<file path="config.mk">
export PLATFORM = sky130hd
export DESIGN_NAME = ivt_top
export DESIGN_NICKNAME = d
export VERILOG_FILES = /design/src/rtl/ivt_pkg.sv /design/src/rtl/ivt_channel.sv /design/src/rtl/ivt_top.sv
export SDC_FILE = /design/constraint.sdc
export NUM_CORES = 1
export LEC_CHECK = 0
export BUFFER_PORTS_ARGS = -buffer_cell sky130_fd_sc_hd__buf_2
export CAP_MARGIN = 20
export CORE_MARGIN = 2
export CORE_UTILIZATION = 40
export DETAILED_ROUTE_END_ITERATION = 8
export MAX_ROUTING_LAYER = met4
export SETUP_SLACK_MARGIN = 0.1
export SLEW_MARGIN = 20
export SYNTH_ARGS = -nofsm -noshare
export SYNTH_HDL_FRONTEND = slang
export SYNTH_SLANG_ARGS = --single-unit
</file>
<file path="constraint.sdc">
create_clock -name CLK -period 8.6 [get_ports CLK]
set_clock_uncertainty 0.1 [all_clocks]
set_input_delay 0.43 -clock CLK [delete_from_list [all_inputs] [get_ports CLK]]
set_output_delay 0.43 -clock CLK [all_outputs]
set_load 0.005 [all_outputs]
</file>
<file path="src/rtl/ivt_pkg.sv">
/*
 * Constants for the three-channel interval counter with pacer cascade.
 * Assumes a byte-wide register port at offsets 12..15 and one system clock.
 */
// Contract
// Mode 5 starts on trigger rising edge, output low one clock at terminal count.
// Host writes control byte before loading a channel's initial count.
// Each control byte applies to the channel its select field names.
// Access types low, high, low-then-high; host pairs accesses and tracks order.
// Read-back exposes count, mode, output level and null-count for chosen channels.
// Read-back with count latch bit low latches count of every chosen channel.
// Read-back with status bit low latches status; next channel read returns it.
// Access type zero copies live count into a 16-bit hold register.
// Read-back count latching may cover several channels in one write.
// After a count latch the next read returns the latched value.
// Counters 1 and 2 cascade; trigger rate is base clock over divisor product.
// Pacer base clock selectable between 1 MHz and 10 MHz statically.
// Software writes 76h to set counter 1 square wave, low-then-high.
// Software loads counter 1 divisor 2..65535, low byte then high byte.
// Software writes B6h to set counter 2 square wave, low-then-high.
// Software loads counter 2 divisor 2..65535, low byte then high byte.
// Select codes 00, 01, 10 pick counters 0..2; 11 means read-back.
// Counter data at offsets 12..14, control word at offset 15.
// Square wave odd N: high (N+1)/2 clocks, low (N-1)/2 clocks.
// Status byte: output, null count, access type, mode, counting type.
// Trigger inputs synchronised and detected as low-to-high edges.
// Counter 1 output clocks counter 2; counter 2 output is conversion trigger.
package ivt_pkg;
    localparam logic [3:0] OFS_CNT0  = 4'hC;
    localparam logic [3:0] OFS_CNT1  = 4'hD;
    localparam logic [3:0] OFS_CNT2  = 4'hE;
    localparam logic [3:0] OFS_CTRL  = 4'hF;
    localparam int SEL_POS   = 6;
    localparam int ACC_POS   = 4;
    localparam int MODE_POS  = 1;
    localparam int BCD_POS   = 0;
    localparam int RB_CNT_N  = 5;
    localparam int RB_STA_N  = 4;
    localparam int RB_TGT    = 1;
    localparam logic [1:0] SEL_READBACK = 2'h3;
    localparam logic [1:0] ACC_LATCH = 2'h0;
    localparam logic [1:0] ACC_LO    = 2'h1;
    localparam logic [1:0] ACC_HI    = 2'h2;
    localparam logic [1:0] ACC_LOHI  = 2'h3;
    localparam logic [2:0] MODE_HWSTROBE = 3'h5;
    localparam logic [5:0] CFG_RESET = 6'h00;
    localparam int CLK_HZ       = 10000000;
    localparam int BASE_FAST_HZ = 10000000;
    localparam int BASE_SLOW_HZ = 1000000;
    localparam logic [3:0] SLOW_DIV = 4'(CLK_HZ / BASE_SLOW_HZ - 1);
    localparam logic [3:0] FAST_DIV = 4'(CLK_HZ / BASE_FAST_HZ - 1);
endpackage

</file>
<file path="src/rtl/ivt_channel.sv">
/*
 * One 16-bit counting channel: modes 0..5, binary counting, latches.
 * Assumes the parent decodes the port and gives a one-cycle count tick.
 */
`timescale 1ns/100ps
`default_nettype none
module ivt_channel (
    input  wire logic       clk,       // System clock.
    input  wire logic       rst_n,     // Synchronised reset, active low.
    input  wire logic       tick,      // Count edge of this channel.
    input  wire logic       gate_rise, // Synchronised gate rising edge.
    input  wire logic       gate_lvl,  // Synchronised gate level.
    input  wire logic       cfg_we,    // Control byte for this channel.
    input  wire logic [5:0] cfg_in,    // Access, mode and counting type.
    input  wire logic       cnt_latch, // Count latch request.
    input  wire logic       sta_latch, // Status latch request.
    input  wire logic       wr,        // Data write strobe.
    input  wire logic       rd,        // Data read strobe.
    input  wire logic [7:0] wdata,     // Write data.
    output logic      [7:0] rdata,     // Read data, combinational.
    output logic            out        // Channel output.
);
    logic [5:0]  cfg_ff;
    logic [15:0] init_ff, cnt_ff, hold_ff;
    logic [7:0]  lo_ff, sta_ff;
    logic        wr_hi_ff, rd_hi_ff, held_ff, sta_v_ff, null_ff, armed_ff, out_ff, load_ff;
    logic        half_ff;

    wire [1:0] acc  = cfg_ff[5:4];
    wire [2:0] mode = cfg_ff[3:1];
    wire       sq   = mode[1] & mode[0];
    wire       rate = mode[1] & ~mode[0];
    wire [15:0] n_eff = (init_ff == 16'h0000) ? 16'hFFFF : init_ff;
    wire [15:0] rd_word = held_ff ? hold_ff : cnt_ff;
    wire        rd_hi = (acc == ivt_pkg::ACC_HI) | ((acc == ivt_pkg::ACC_LOHI) & rd_hi_ff);
    wire        wr_done = wr & ((acc != ivt_pkg::ACC_LOHI) | wr_hi_ff);
    // Square wave: high phase first loads (N+1)/2 and counts, each phase measured in clocks.
    // Widened so that a count of 65535 does not wrap the half-period to zero.
    wire [16:0] sq_sum = {1'b0, n_eff} + 17'h00001;
    wire [15:0] sq_hi = sq_sum[16:1];
    wire [15:0] sq_lo = n_eff >> 1;
    wire        tc = (cnt_ff == 16'h0001);
    wire        hw_start = (mode == ivt_pkg::MODE_HWSTROBE) & gate_rise & ~null_ff;

    assign rdata = sta_v_ff ? sta_ff : (rd_hi ? rd_word[15:8] : rd_word[7:0]);
    assign out = out_ff;

    always_ff @(posedge clk or negedge rst_n) begin
        if (!rst_n) begin
            cfg_ff <= ivt_pkg::CFG_RESET; init_ff <= 16'h0000; cnt_ff <= 16'h0000;
            hold_ff <= 16'h0000; lo_ff <= 8'h00; sta_ff <= 8'h00; wr_hi_ff <= 1'b0;
            rd_hi_ff <= 1'b0; held_ff <= 1'b0; sta_v_ff <= 1'b0; null_ff <= 1'b1;
            armed_ff <= 1'b0; out_ff <= 1'b1; load_ff <= 1'b0; half_ff <= 1'b0;
        end else begin
            if (cfg_we) begin
                cfg_ff <= cfg_in; wr_hi_ff <= 1'b0; rd_hi_ff <= 1'b0; held_ff <= 1'b0;
                null_ff <= 1'b1; armed_ff <= 1'b0; load_ff <= 1'b0;
                out_ff <= (cfg_in[3:1] != 3'h0);
            end
            if (cnt_latch && !held_ff) begin
                hold_ff <= cnt_ff; held_ff <= 1'b1;
            end
            if (sta_latch && !sta_v_ff) begin
                sta_ff <= {out_ff, null_ff, cfg_ff}; sta_v_ff <= 1'b1;
            end
            if (rd) begin
                if (sta_v_ff) sta_v_ff <= 1'b0;
                else begin
                    if (acc == ivt_pkg::ACC_LOHI) rd_hi_ff <= ~rd_hi_ff;
                    // A release only clears a held latch, so a latch taken in this cycle stays.
                    if (held_ff && (acc != ivt_pkg::ACC_LOHI || rd_hi_ff)) held_ff <= 1'b0;
                end
            end
            if (hw_start) begin
                cnt_ff <= n_eff; armed_ff <= 1'b1;
            end else if (tick && !cfg_we) begin
                if (load_ff && !(mode == ivt_pkg::MODE_HWSTROBE) && (!(sq|rate) || !armed_ff)) begin
                    cnt_ff <= sq ? sq_hi : n_eff; null_ff <= 1'b0; load_ff <= 1'b0;
                    armed_ff <= 1'b1; out_ff <= (mode != 3'h0); half_ff <= 1'b1;
                end else if (mode == ivt_pkg::MODE_HWSTROBE && load_ff) begin
                    null_ff <= 1'b0; load_ff <= 1'b0;
                end else if (!armed_ff || ((mode == 3'h4 || rate || sq) && !gate_lvl)) begin
                    if ((rate || sq) && !gate_lvl) out_ff <= 1'b1;
                    if (!armed_ff && mode == 3'h0) cnt_ff <= cnt_ff - 16'h0001;
                    if (mode >= 3'h4 && out_ff == 1'b0) out_ff <= 1'b1;
                end else begin
                    cnt_ff <= cnt_ff - 16'h0001;
                    if (mode >= 3'h4) begin
                        out_ff <= ~tc;
                        if (!out_ff) armed_ff <= 1'b0;
                        if (!out_ff) out_ff <= 1'b1;
                    end else if (rate) begin
                        out_ff <= ~tc;
                        if (tc) begin cnt_ff <= n_eff; null_ff <= 1'b0; load_ff <= 1'b0; end
                    end else if (sq && tc) begin
                        out_ff <= ~half_ff; half_ff <= ~half_ff;
                        cnt_ff <= half_ff ? sq_lo : sq_hi;
                        null_ff <= 1'b0; load_ff <= 1'b0;
                    end else if (mode == 3'h0 && tc) begin
                        out_ff <= 1'b1; armed_ff <= 1'b0;
                    end else if (mode == 3'h1 && tc) begin
                        out_ff <= 1'b1; armed_ff <= 1'b0;
                    end
                end
                if (mode == 3'h1 && gate_rise && !load_ff) begin
                    cnt_ff <= n_eff; armed_ff <= 1'b1; out_ff <= 1'b0;
                end
                if ((rate || sq) && gate_rise) begin
                    cnt_ff <= sq ? sq_hi : n_eff; half_ff <= 1'b1; out_ff <= 1'b1;
                end
            end
            // Placed after the count logic so a count written on a count edge is not lost.
            if (wr) begin
                if (acc == ivt_pkg::ACC_LO) init_ff <= {8'h00, wdata};
                else if (acc == ivt_pkg::ACC_HI) init_ff <= {wdata, 8'h00};
                else if (!wr_hi_ff) lo_ff <= wdata;
                else init_ff <= {wdata, lo_ff};
                if (acc == ivt_pkg::ACC_LOHI) wr_hi_ff <= ~wr_hi_ff;
                if (wr_done) begin
                    null_ff <= 1'b1; load_ff <= 1'b1;
                    if (mode == 3'h0) out_ff <= 1'b0;
                end
            end
        end
    end
endmodule
`default_nettype wire

</file>
<file path="src/rtl/ivt_top.sv">
/*
 * Three-channel interval counter with a byte-wide register port and pacer cascade.
 * Assumes host strobes are synchronous to CLK and last one cycle each.
 */
`timescale 1ns/100ps
`default_nettype none
module ivt_top (
    input  wire logic       CLK,      // 10 MHz system clock.
    input  wire logic       RST_N,    // Asynchronous reset, active low.
    input  wire logic [3:0] ADDR,     // Register offset.
    input  wire logic       WR,       // Write strobe, one cycle.
    input  wire logic       RD,       // Read strobe, one cycle.
    input  wire logic [7:0] WDATA,    // Write data.
    input  wire logic       BASE_SEL, // Base clock select: 1 is 1 MHz.
    input  wire logic [2:0] GATE,     // Gate or trigger inputs per channel.
    input  wire logic       CLK0_EN,  // Count enable pulse for counter 0.
    output logic      [7:0] RDATA,    // Read data, registered.
    output logic      [2:0] OUT,      // Channel outputs, registered.
    output logic            PACER     // Conversion trigger pulse.
);
    logic [1:0] rst_sync_ff;
    logic [3:0] div_ff;
    logic [2:0] g1_ff, g2_ff, g3_ff;
    logic [7:0] rdata_ff;
    logic [2:0] out_ff;
    logic       pacer_ff, base_sel_ff;
    logic [7:0] ch_rd [3];
    logic [2:0] ch_out;

    wire rst_n = rst_sync_ff[1];
    always_ff @(posedge CLK or negedge RST_N) begin
        if (!RST_N) rst_sync_ff <= 2'h0;
        else rst_sync_ff <= {rst_sync_ff[0], 1'b1};
    end

    // Strap captured after release so the divider never sees a port in reset.
    wire [3:0] div_max = base_sel_ff ? ivt_pkg::SLOW_DIV : ivt_pkg::FAST_DIV;
    wire       base_tick = (div_ff == div_max);
    always_ff @(posedge CLK or negedge rst_n) begin
        if (!rst_n) begin
            div_ff <= 4'h0; base_sel_ff <= 1'b0;
            g1_ff <= 3'h0; g2_ff <= 3'h0; g3_ff <= 3'h0;
        end else begin
            base_sel_ff <= BASE_SEL;
            div_ff <= base_tick ? 4'h0 : div_ff + 4'h1;
            g1_ff <= GATE; g2_ff <= g1_ff; g3_ff <= g2_ff;
        end
    end
    wire [2:0] g_rise = g2_ff & ~g3_ff;

    wire        ctrl_wr = WR & (ADDR == ivt_pkg::OFS_CTRL);
    wire [1:0]  sel = WDATA[ivt_pkg::SEL_POS +: 2];
    wire        is_rb = (sel == ivt_pkg::SEL_READBACK);
    wire [2:0]  rb_tgt = WDATA[ivt_pkg::RB_TGT +: 3];
    wire        is_cl = (WDATA[ivt_pkg::ACC_POS +: 2] == ivt_pkg::ACC_LATCH);
    wire        rb_cl = ctrl_wr & is_rb & !WDATA[ivt_pkg::RB_CNT_N];
    wire        rb_sl = ctrl_wr & is_rb & !WDATA[ivt_pkg::RB_STA_N];

    // Counter 1 output falling edge clocks counter 2, so the cascade divides by C1*C2.
    logic out1_d_ff;
    always_ff @(posedge CLK or negedge rst_n) begin
        if (!rst_n) out1_d_ff <= 1'b1;
        else out1_d_ff <= ch_out[1];
    end
    wire [2:0] ticks = {out1_d_ff & ~ch_out[1], base_tick, CLK0_EN};

    genvar i;
    generate
        for (i = 0; i < 3; i++) begin : g_ch
            wire hit = (ADDR == ivt_pkg::OFS_CNT0 + 4'(i));
            wire cw  = ctrl_wr & !is_rb & (sel == 2'(i));
            ivt_channel u_ch (
                .clk       (CLK),
                .rst_n     (rst_n),
                .tick      (ticks[i]),
                .gate_rise (g_rise[i]),
                .gate_lvl  (g2_ff[i]),
                .cfg_we    (cw & !is_cl),
                .cfg_in    (WDATA[5:0]),
                .cnt_latch ((cw & is_cl) | (rb_cl & rb_tgt[i])),
                .sta_latch (rb_sl & rb_tgt[i]),
                .wr        (WR & hit),
                .rd        (RD & hit),
                .wdata     (WDATA),
                .rdata     (ch_rd[i]),
                .out       (ch_out[i])
            );
        end
    endgenerate

    wire [1:0] rsel = 2'(ADDR - ivt_pkg::OFS_CNT0);
    wire       rhit = (ADDR >= ivt_pkg::OFS_CNT0) && (ADDR != ivt_pkg::OFS_CTRL);
    always_ff @(posedge CLK or negedge rst_n) begin
        if (!rst_n) begin
            rdata_ff <= 8'h00; out_ff <= 3'h7; pacer_ff <= 1'b1;
        end else begin
            if (RD) rdata_ff <= rhit ? ch_rd[rsel] : 8'h00;
            out_ff <= ch_out;
            pacer_ff <= ch_out[2];
        end
    end
    assign RDATA = rdata_ff;
    assign OUT = out_ff;
    assign PACER = pacer_ff;
endmodule
`default_nettype wire

</file>
# After elaboration in Yosys (flattened, before gate mapping)

Index checks and enable logic that the tools add are counted.

Order comparisons: 5
Muxes and demuxes: 303
Shift-type cells: 0
Bitwise gates (word level): 90
Add/subtract/negate cells: 8
Eq/ne operators: 51
Divide/modulo/power cells: 0
$mul: 0
Reduce and logical (&&, ||, !) cells: 131

Operator list:

| kind                    | number |
|---|---|
| $mux W16                | 57 |
| $mux W1                 | 234 |
| $mux W8                 | 9 |
| $logic_and A1 B1 Y1     | 52 |
| $add A16 B1 Y17 const B | 3 |
| $eq A16 B1 Y1 const B   | 3 |
| $logic_not A16 Y1       | 3 |
| $sub A16 B1 Y16 const B | 3 |
| $and A1 B1 Y1           | 45 |
| $not A1 Y1              | 30 |
| $reduce_bool A3 Y1      | 10 |
| $logic_not A1 Y1        | 28 |
| $ne A3 B2 Y1 const B    | 9 |
| $reduce_and A7 Y1       | 3 |
| $eq A3 B3 Y1 const B    | 6 |
| $logic_or A1 B1 Y1      | 18 |
| $ne A6 B4 Y1 const B    | 3 |
| $bmux W8 S2             | 1 |
| $eq A2 B2 Y1 const B    | 8 |
| $eq A4 B4 Y1 const B    | 4 |
| $ne A5 B3 Y1 const B    | 3 |
| $ge A3 B3 Y1 const B    | 4 |
| $or A1 B1 Y1            | 12 |
| $reduce_and A4 Y1       | 3 |
| other kinds (18)        | 37 |

Logic and storage cells: 643
ROM bits: 0
Latch bits: 0
RAM bits: 0
Flip-flop bits (word level): 266
Output and inout port bits: 12
Memories: 0

# Depth between registers and ports, before layout

Word-level depth: 21
Mapped depth: 17

# Modules after synthesis

From an unflattened synthesis, not the netlist that was laid out.

Cell total of the unflattened synthesis: 2405
Area total of the unflattened synthesis: 19720.2 sq um

By module, submodules not included:

| module                     | seq. area each (sq um) | area an instance (sq um) | cells an instance | instances |
|---|---|---|---|---|
| ivt_channel (g_ch[2].u_ch) | 1979.4                 | 6277.3                   | 781               | 1 |
| ivt_channel (g_ch[0].u_ch) | 1979.4                 | 6157.2                   | 752               | 1 |
| ivt_channel (g_ch[1].u_ch) | 1979.4                 | 6009.5                   | 752               | 1 |
| ivt_top                    | 679.4                  | 1276.2                   | 120               | 1 |

# Worst setup path after synthesis

Ideal clock, no wire load.

Path kind: reg2reg
From: reg g_ch[0].u_ch.init_ff[13]
To: reg g_ch[0].u_ch.cnt_ff[7]
Path buffers: 6
Setup slack: 4.877 ns
Arrival: 3.503 ns
Stages on the path, launching flop included: 16
Clock period less this slack: 3.723 ns
Path through: dfrtp_1 > clkbuf_1 > nor4_1 > and4_1 > clkbuf_1 > clkbuf_1 > clkbuf_1 > nor2_1 > inv_1 > ha_1 > clkbuf_1 > clkbuf_1 > o21ai_0 > a2111oi_0 > o21ai_0 > a31o_2

Longest elaborated chain between the ends: 14
Elaborated cells on any way between the ends: 16

RTL lines:

| element                | RTL line           | source |
|---|---|---|
| from (decl)            | ivt_channel.sv:24  | `logic [15:0] init_ff, cnt_ff, hold_ff;` |
| from (signal assigned) | ivt_channel.sv:114 | `if (acc == ivt_pkg::ACC_LO) init_ff <= {8'h00, wdata};` |
| from (signal assigned) | ivt_channel.sv:115 | `else if (acc == ivt_pkg::ACC_HI) init_ff <= {wdata, 8'h00};` |
| from (signal assigned) | ivt_channel.sv:117 | `else init_ff <= {wdata, lo_ff};` |
| $logic_not A16 Y1 *    | ivt_channel.sv:33  | `wire [15:0] n_eff = (init_ff == 16'h0000) ? 16'hFFFF : init_ff;` |
| $mux W16 *             | ivt_channel.sv:33  |  |
| $add A16 B1 Y17        | ivt_channel.sv:39  | `wire [16:0] sq_sum = {1'b0, n_eff} + 17'h00001;` |
| $mux W16               | ivt_channel.sv:97  | `cnt_ff <= half_ff ? sq_lo : sq_hi;` |
| $mux W16               | ivt_channel.sv:95  | `end else if (sq && tc) begin` |
| $mux W16               | ivt_channel.sv:92  | `end else if (rate) begin` |
| $mux W16               | ivt_channel.sv:88  | `if (mode >= 3'h4) begin` |
| $mux W16               | ivt_channel.sv:82  | `end else if (!armed_ff \|\| ((mode == 3'h4 \|\| rate \|\| sq) && !gate_lvl)) begin` |
| $mux W16               | ivt_channel.sv:80  | `end else if (mode == ivt_pkg::MODE_HWSTROBE && load_ff) begin` |
| $mux W16               | ivt_channel.sv:77  | `if (load_ff && !(mode == ivt_pkg::MODE_HWSTROBE) && (!(sq\|rate) \|\| !armed_ff)) begin` |
| $mux W16               | ivt_channel.sv:105 | `if (mode == 3'h1 && gate_rise && !load_ff) begin` |
| $mux W16               | ivt_channel.sv:108 | `if ((rate \|\| sq) && gate_rise) begin` |
| $mux W16               | ivt_channel.sv:76  | `end else if (tick && !cfg_we) begin` |
| $mux W16 *             | ivt_channel.sv:74  | `if (hw_start) begin` |
| to (signal assigned)   | ivt_channel.sv:84  | `if (!armed_ff && mode == 3'h0) cnt_ff <= cnt_ff - 16'h0001;` |
| to (signal assigned)   | ivt_channel.sv:87  | `cnt_ff <= cnt_ff - 16'h0001;` |
| to (signal assigned)   | ivt_channel.sv:97  |  |
| to (decl)              | ivt_channel.sv:24  |  |

Every way passes the cells marked *; elsewhere a longest branch is shown, timed or not. The select of a mux whose other input is x is not followed.
A chain may end at the register's enable or synchronous reset.

# Worst setup path after layout

From: reg g_ch[2].u_ch.init_ff[2]
To: reg g_ch[2].u_ch.cnt_ff[11]

Longest elaborated chain between the ends: 14
Elaborated cells on any way between the ends: 16

RTL lines:

| element                | RTL line |
|---|---|
| from (decl)            | ivt_channel.sv:24 |
| from (signal assigned) | ivt_channel.sv:114 |
| from (signal assigned) | ivt_channel.sv:115 |
| from (signal assigned) | ivt_channel.sv:117 |
| $logic_not A16 Y1      | ivt_channel.sv:33 |
| $mux W16 *             | ivt_channel.sv:33 |
| $add A16 B1 Y17        | ivt_channel.sv:39 |
| $mux W16               | ivt_channel.sv:97 |
| $mux W16               | ivt_channel.sv:95 |
| $mux W16               | ivt_channel.sv:92 |
| $mux W16               | ivt_channel.sv:88 |
| $mux W16               | ivt_channel.sv:82 |
| $mux W16               | ivt_channel.sv:80 |
| $mux W16               | ivt_channel.sv:77 |
| $mux W16               | ivt_channel.sv:105 |
| $mux W16               | ivt_channel.sv:108 |
| $mux W16               | ivt_channel.sv:76 |
| $mux W16 *             | ivt_channel.sv:74 |
| to (signal assigned)   | ivt_channel.sv:84 |
| to (signal assigned)   | ivt_channel.sv:87 |
| to (signal assigned)   | ivt_channel.sv:97 |
| to (decl)              | ivt_channel.sv:24 |

Marked as above.

==> impl_metrics.py <==
metrics = {
    "floorplan": {
        "die_x_um": 221,
        "die_y_um": 221,
        "std_cell_rows": 79,
        "core_mm2": 0.0465,
        "fp.dieArea_mm2": 0.0487,
        "start_util_pct": 40.5,
        "ios": 33,
    },
    "cells_and_area": {
        "final_cell_mix": "dfrtp_1 (254), nand2_1 (248), nor2_1 (214)",
        "layout.nets": 2208,
        "final_common_cell": "dfrtp_1",
        "antennaDiodeCount": 0,
        "drive_gt1_share_pct": 14.0,
        "area_growth_pct": 9.18,
    },
    "logic_synthesis": {
        "syn_area_mm2": 0.0188,
        "ys_ff_latch": 264,
        "synth_cells": 2229,
        "ys_types": 90,
        "synth_flop_cell": "dfrtp_1",
        "synth_edf_count": 0,
        "yosysWarnings": 0,
        "ys_seq_area_share_pct": 35.2,
        "synth_top_area_share_pct": 33.9,
        "synth_area_leader_cell": "dfrtp_1",
        "ys_async_sr_fraction_pct": 100,
        "syn_nets": 2269,
        "syn_area_per_cell_um2": 8.43,
        "synthTopCellsByArea": "dfrtp_1 (34%), mux2_2 (5.8%), nand2_1 (5.0%), o21ai_0 (4.8%), nor2_1 (4.3%)",
    },
    "cts": {
        "cts_buffers": 34,
        "cts_tree": "done",
        "clock_latency_ns": 0.56,
        "clk_pin_slew_ns": 0.07,
        "cts_root_buf": "clkbuf_16",
        "cts_buffer_depth": 3,
        "numClockSinks": 264,
        "h-tree-depth": 2,
    },
    "hold_path": {
        "hold_class": "input port to async pin",
    },
    "grt": {
        "grt_util_all_layers_pct": 30.0,
        "grt_overflow": 0,
        "grt_max_degree": 77,
        "grt_pass1_vias": 17221,
        "antenna_found_initial": 0,
        "grt_pass1_wl_um": 109000,
    },
    "critical_path": {
        "rr_worst_depth": 10,
        "path_class": "flop to flop",
        "regToRegSetupSlack_ns": 3.57,
        "end_kind": "flop",
        "critPathLaunchType": "flop",
        "critPathLaunch": "g_ch[2].u_ch.init_ff[2]$_DFFE_PN0P_",
        "crit_path_max_fanout": 17,
        "required_ns": 8.96,
        "r2r_end": "g_ch[2].u_ch.cnt_ff[11]$_DFFE_PN0P_",
        "cp.arrival_ns": 5.39,
        "r2r-start": "g_ch[2].u_ch.init_ff[2]$_DFFE_PN0P_",
    },
    "placement": {
        "io_buffers": 32,
        "dpl.hpwl_um": 50300,
        "routabilityCongestion": 0.992,
    },
    "job": {
        "max_cap_violations": 0,
    },
    "sta": {
        "final.min_clock_period_ns": 5.03,
        "period_share_pct": 58.5,
        "slew_violations": 0,
        "hold_slack_ns": 0.107,
        "rsz0062_at_grt": "false",
        "clock.fmax_mhz": 199,
        "fin_setup_tns_ns": 0,
        "relSlewSlack_pct": 33.2,
        "setup_violations": 0,
        "hold_violations": 0,
        "tightestPinTransition_ns": 1.00,
    },
    "drt": {
        "viasPerCell": 6.53,
        "ant_nets": 0,
        "wire_per_inst_um": 25.2,
        "routed_wirelength_um": 70500,
        "vias": 18297,
        "drc": 0,
        "first_pass_iters": 6,
        "drt_iter0_drc": 2232,
    },
    "pwr": {
        "p_leak_nw": 8.36,
        "powerDensity_mw_per_mm2": 282,
        "peakVddDrop_uv": 183,
    },
    "run_status": {
        "status": "complete, no violations",
    },
}
-- cell usage after synthesis (all sizes together) (9+ instances only) --
cell	n
a211oi	26
a21boi	10
a21o	15
a21oi	116
a221oi	28
a22oi	26
a31o	11
a31oi	36
a41oi	9
and2	14
and3	28
buf	17
clkbuf	155
dfrtp	255
dfstp	9
ha	19
inv	56
mux2	97
mux2i	30
mux4	24
nand2	248
nand2b	26
nand3	69
nand3b	32
nand4	25
nor2	214
nor2b	14
nor3	73
nor3b	13
nor4	44
o211ai	19
o21ai	186
o221ai	21
o22ai	25
o31ai	13
or3	18
or4	10
xnor2	29
xor2	29
-- stage by stage --
| step | std cells | total power [mW] | setup slack (ns) | util [%] | area (µm²) |
|---|---|---|---|---|---|
| finish | 2801 | 5.79 | 3.57 | 44.2 | 20500 |
| global route | 2801 | 6.11 | 3.34 | 44.2 | 20500 |
| CTS | 2799 | 5.74 | 3.69 | 44.1 | 20500 |
| detailed placement | 2732 | 4.20 | 3.68 | 41.4 | 19300 |
| global placement | 2732 | 4.20 | 3.77 | 41.4 | 19200 |
| floorplan | 2229 | 3.45 | 0.614 | - | 18800 |
-- timing repair --
| item | CTS | global route |
|---|---|---|
| endpoints found under the hold margin | 6 | 0 |
| gates resized for setup | 0 | 0 |
| setup buffers | 0 | 0 |
| hold buffers | 5 | 0 |
-- state kept, by name, indices dropped and copies added, names as in the netlist, 4 cells and up --
register           count
g_ch.u_ch.init_ff     48
div_ff                 4
g_ch.u_ch.cnt_ff      48
g_ch.u_ch.hold_ff     48
g_ch.u_ch.lo_ff       24
g_ch.u_ch.sta_ff      24
g_ch.u_ch.cfg_ff      18
RDATA                  8
-- layer usage --
layer	global-route usage, %	part of all wire, %	wire length, µm
met4	7.91	2.3	1630
met5	-	0	0
met2	42.4	43	30200
met1	44.3	46	32600
met3	4.73	8.5	6000
-- power breakdown --
| group | internal [mW] | switching (mW) | total [mW] |
|---|---|---|---|
| clock | 0.910 | 0.596 | 1.51 |
| sequential | 1.50 | 0.503 | 2.00 |
| combinational | 0.875 | 1.41 | 2.28 |
-- worst max-delay path, cell delays in order (launching register included) --
cell,delay (ns)
dfrtp_1,0.59
nor4_1,0.58
nand4_1,0.77
nand2b_1,0.43
ha_1,0.63
nor2b_1,0.64
a211oi_1,0.17
a2111oi_0,0.46
or3_1,0.18
o211ai_1,0.09
a221oi_1,0.31
-- area by class of cell --
class	count	area, µm²
Clock inverter	13	166
Fill cell	4635	25900
Clock buffer	49	1010
Multi-Input combinational cell	1736	11200
Timing Repair Buffer	75	515
Inverter	57	214
Sequential cell	264	6620
Tap cell	607	759
-- logic make-up (layout without fill, tap and decap cells) --
logic type,count (synthesis),count (layout),synth area share [%]
and+or+nand+nor,868,868,22.9
AOI/OAI and AO/OA,639,639,22.4
DFF,264,264,35.2
buffers and inverters,229,194,5.20
muxes,151,151,10.3
xor gates and xnor gates,58,58,2.70
adders and majority gates,19,19,1.26
other,1,1,0.0199
-- worst max path at each step --
stage / end / slack [ns] / cells after the start
2_1_floorplan: RDATA[0]$_DFFE_PN0P_ / 0.61 / 0
3_3_place_gp: g_ch[2].u_ch.cnt_ff[11]$_DFFE_PN0P_ / 3.77 / 10
3_5_place_dp: g_ch[2].u_ch.cnt_ff[11]$_DFFE_PN0P_ / 3.68 / 10
4_1_cts: g_ch[2].u_ch.cnt_ff[11]$_DFFE_PN0P_ / 3.69 / 10
5_1_grt: g_ch[2].u_ch.cnt_ff[11]$_DFFE_PN0P_ / 3.34 / 10
6_report: g_ch[2].u_ch.cnt_ff[11]$_DFFE_PN0P_ / 3.57 / 10
Power figures use the tool's default switching activity.
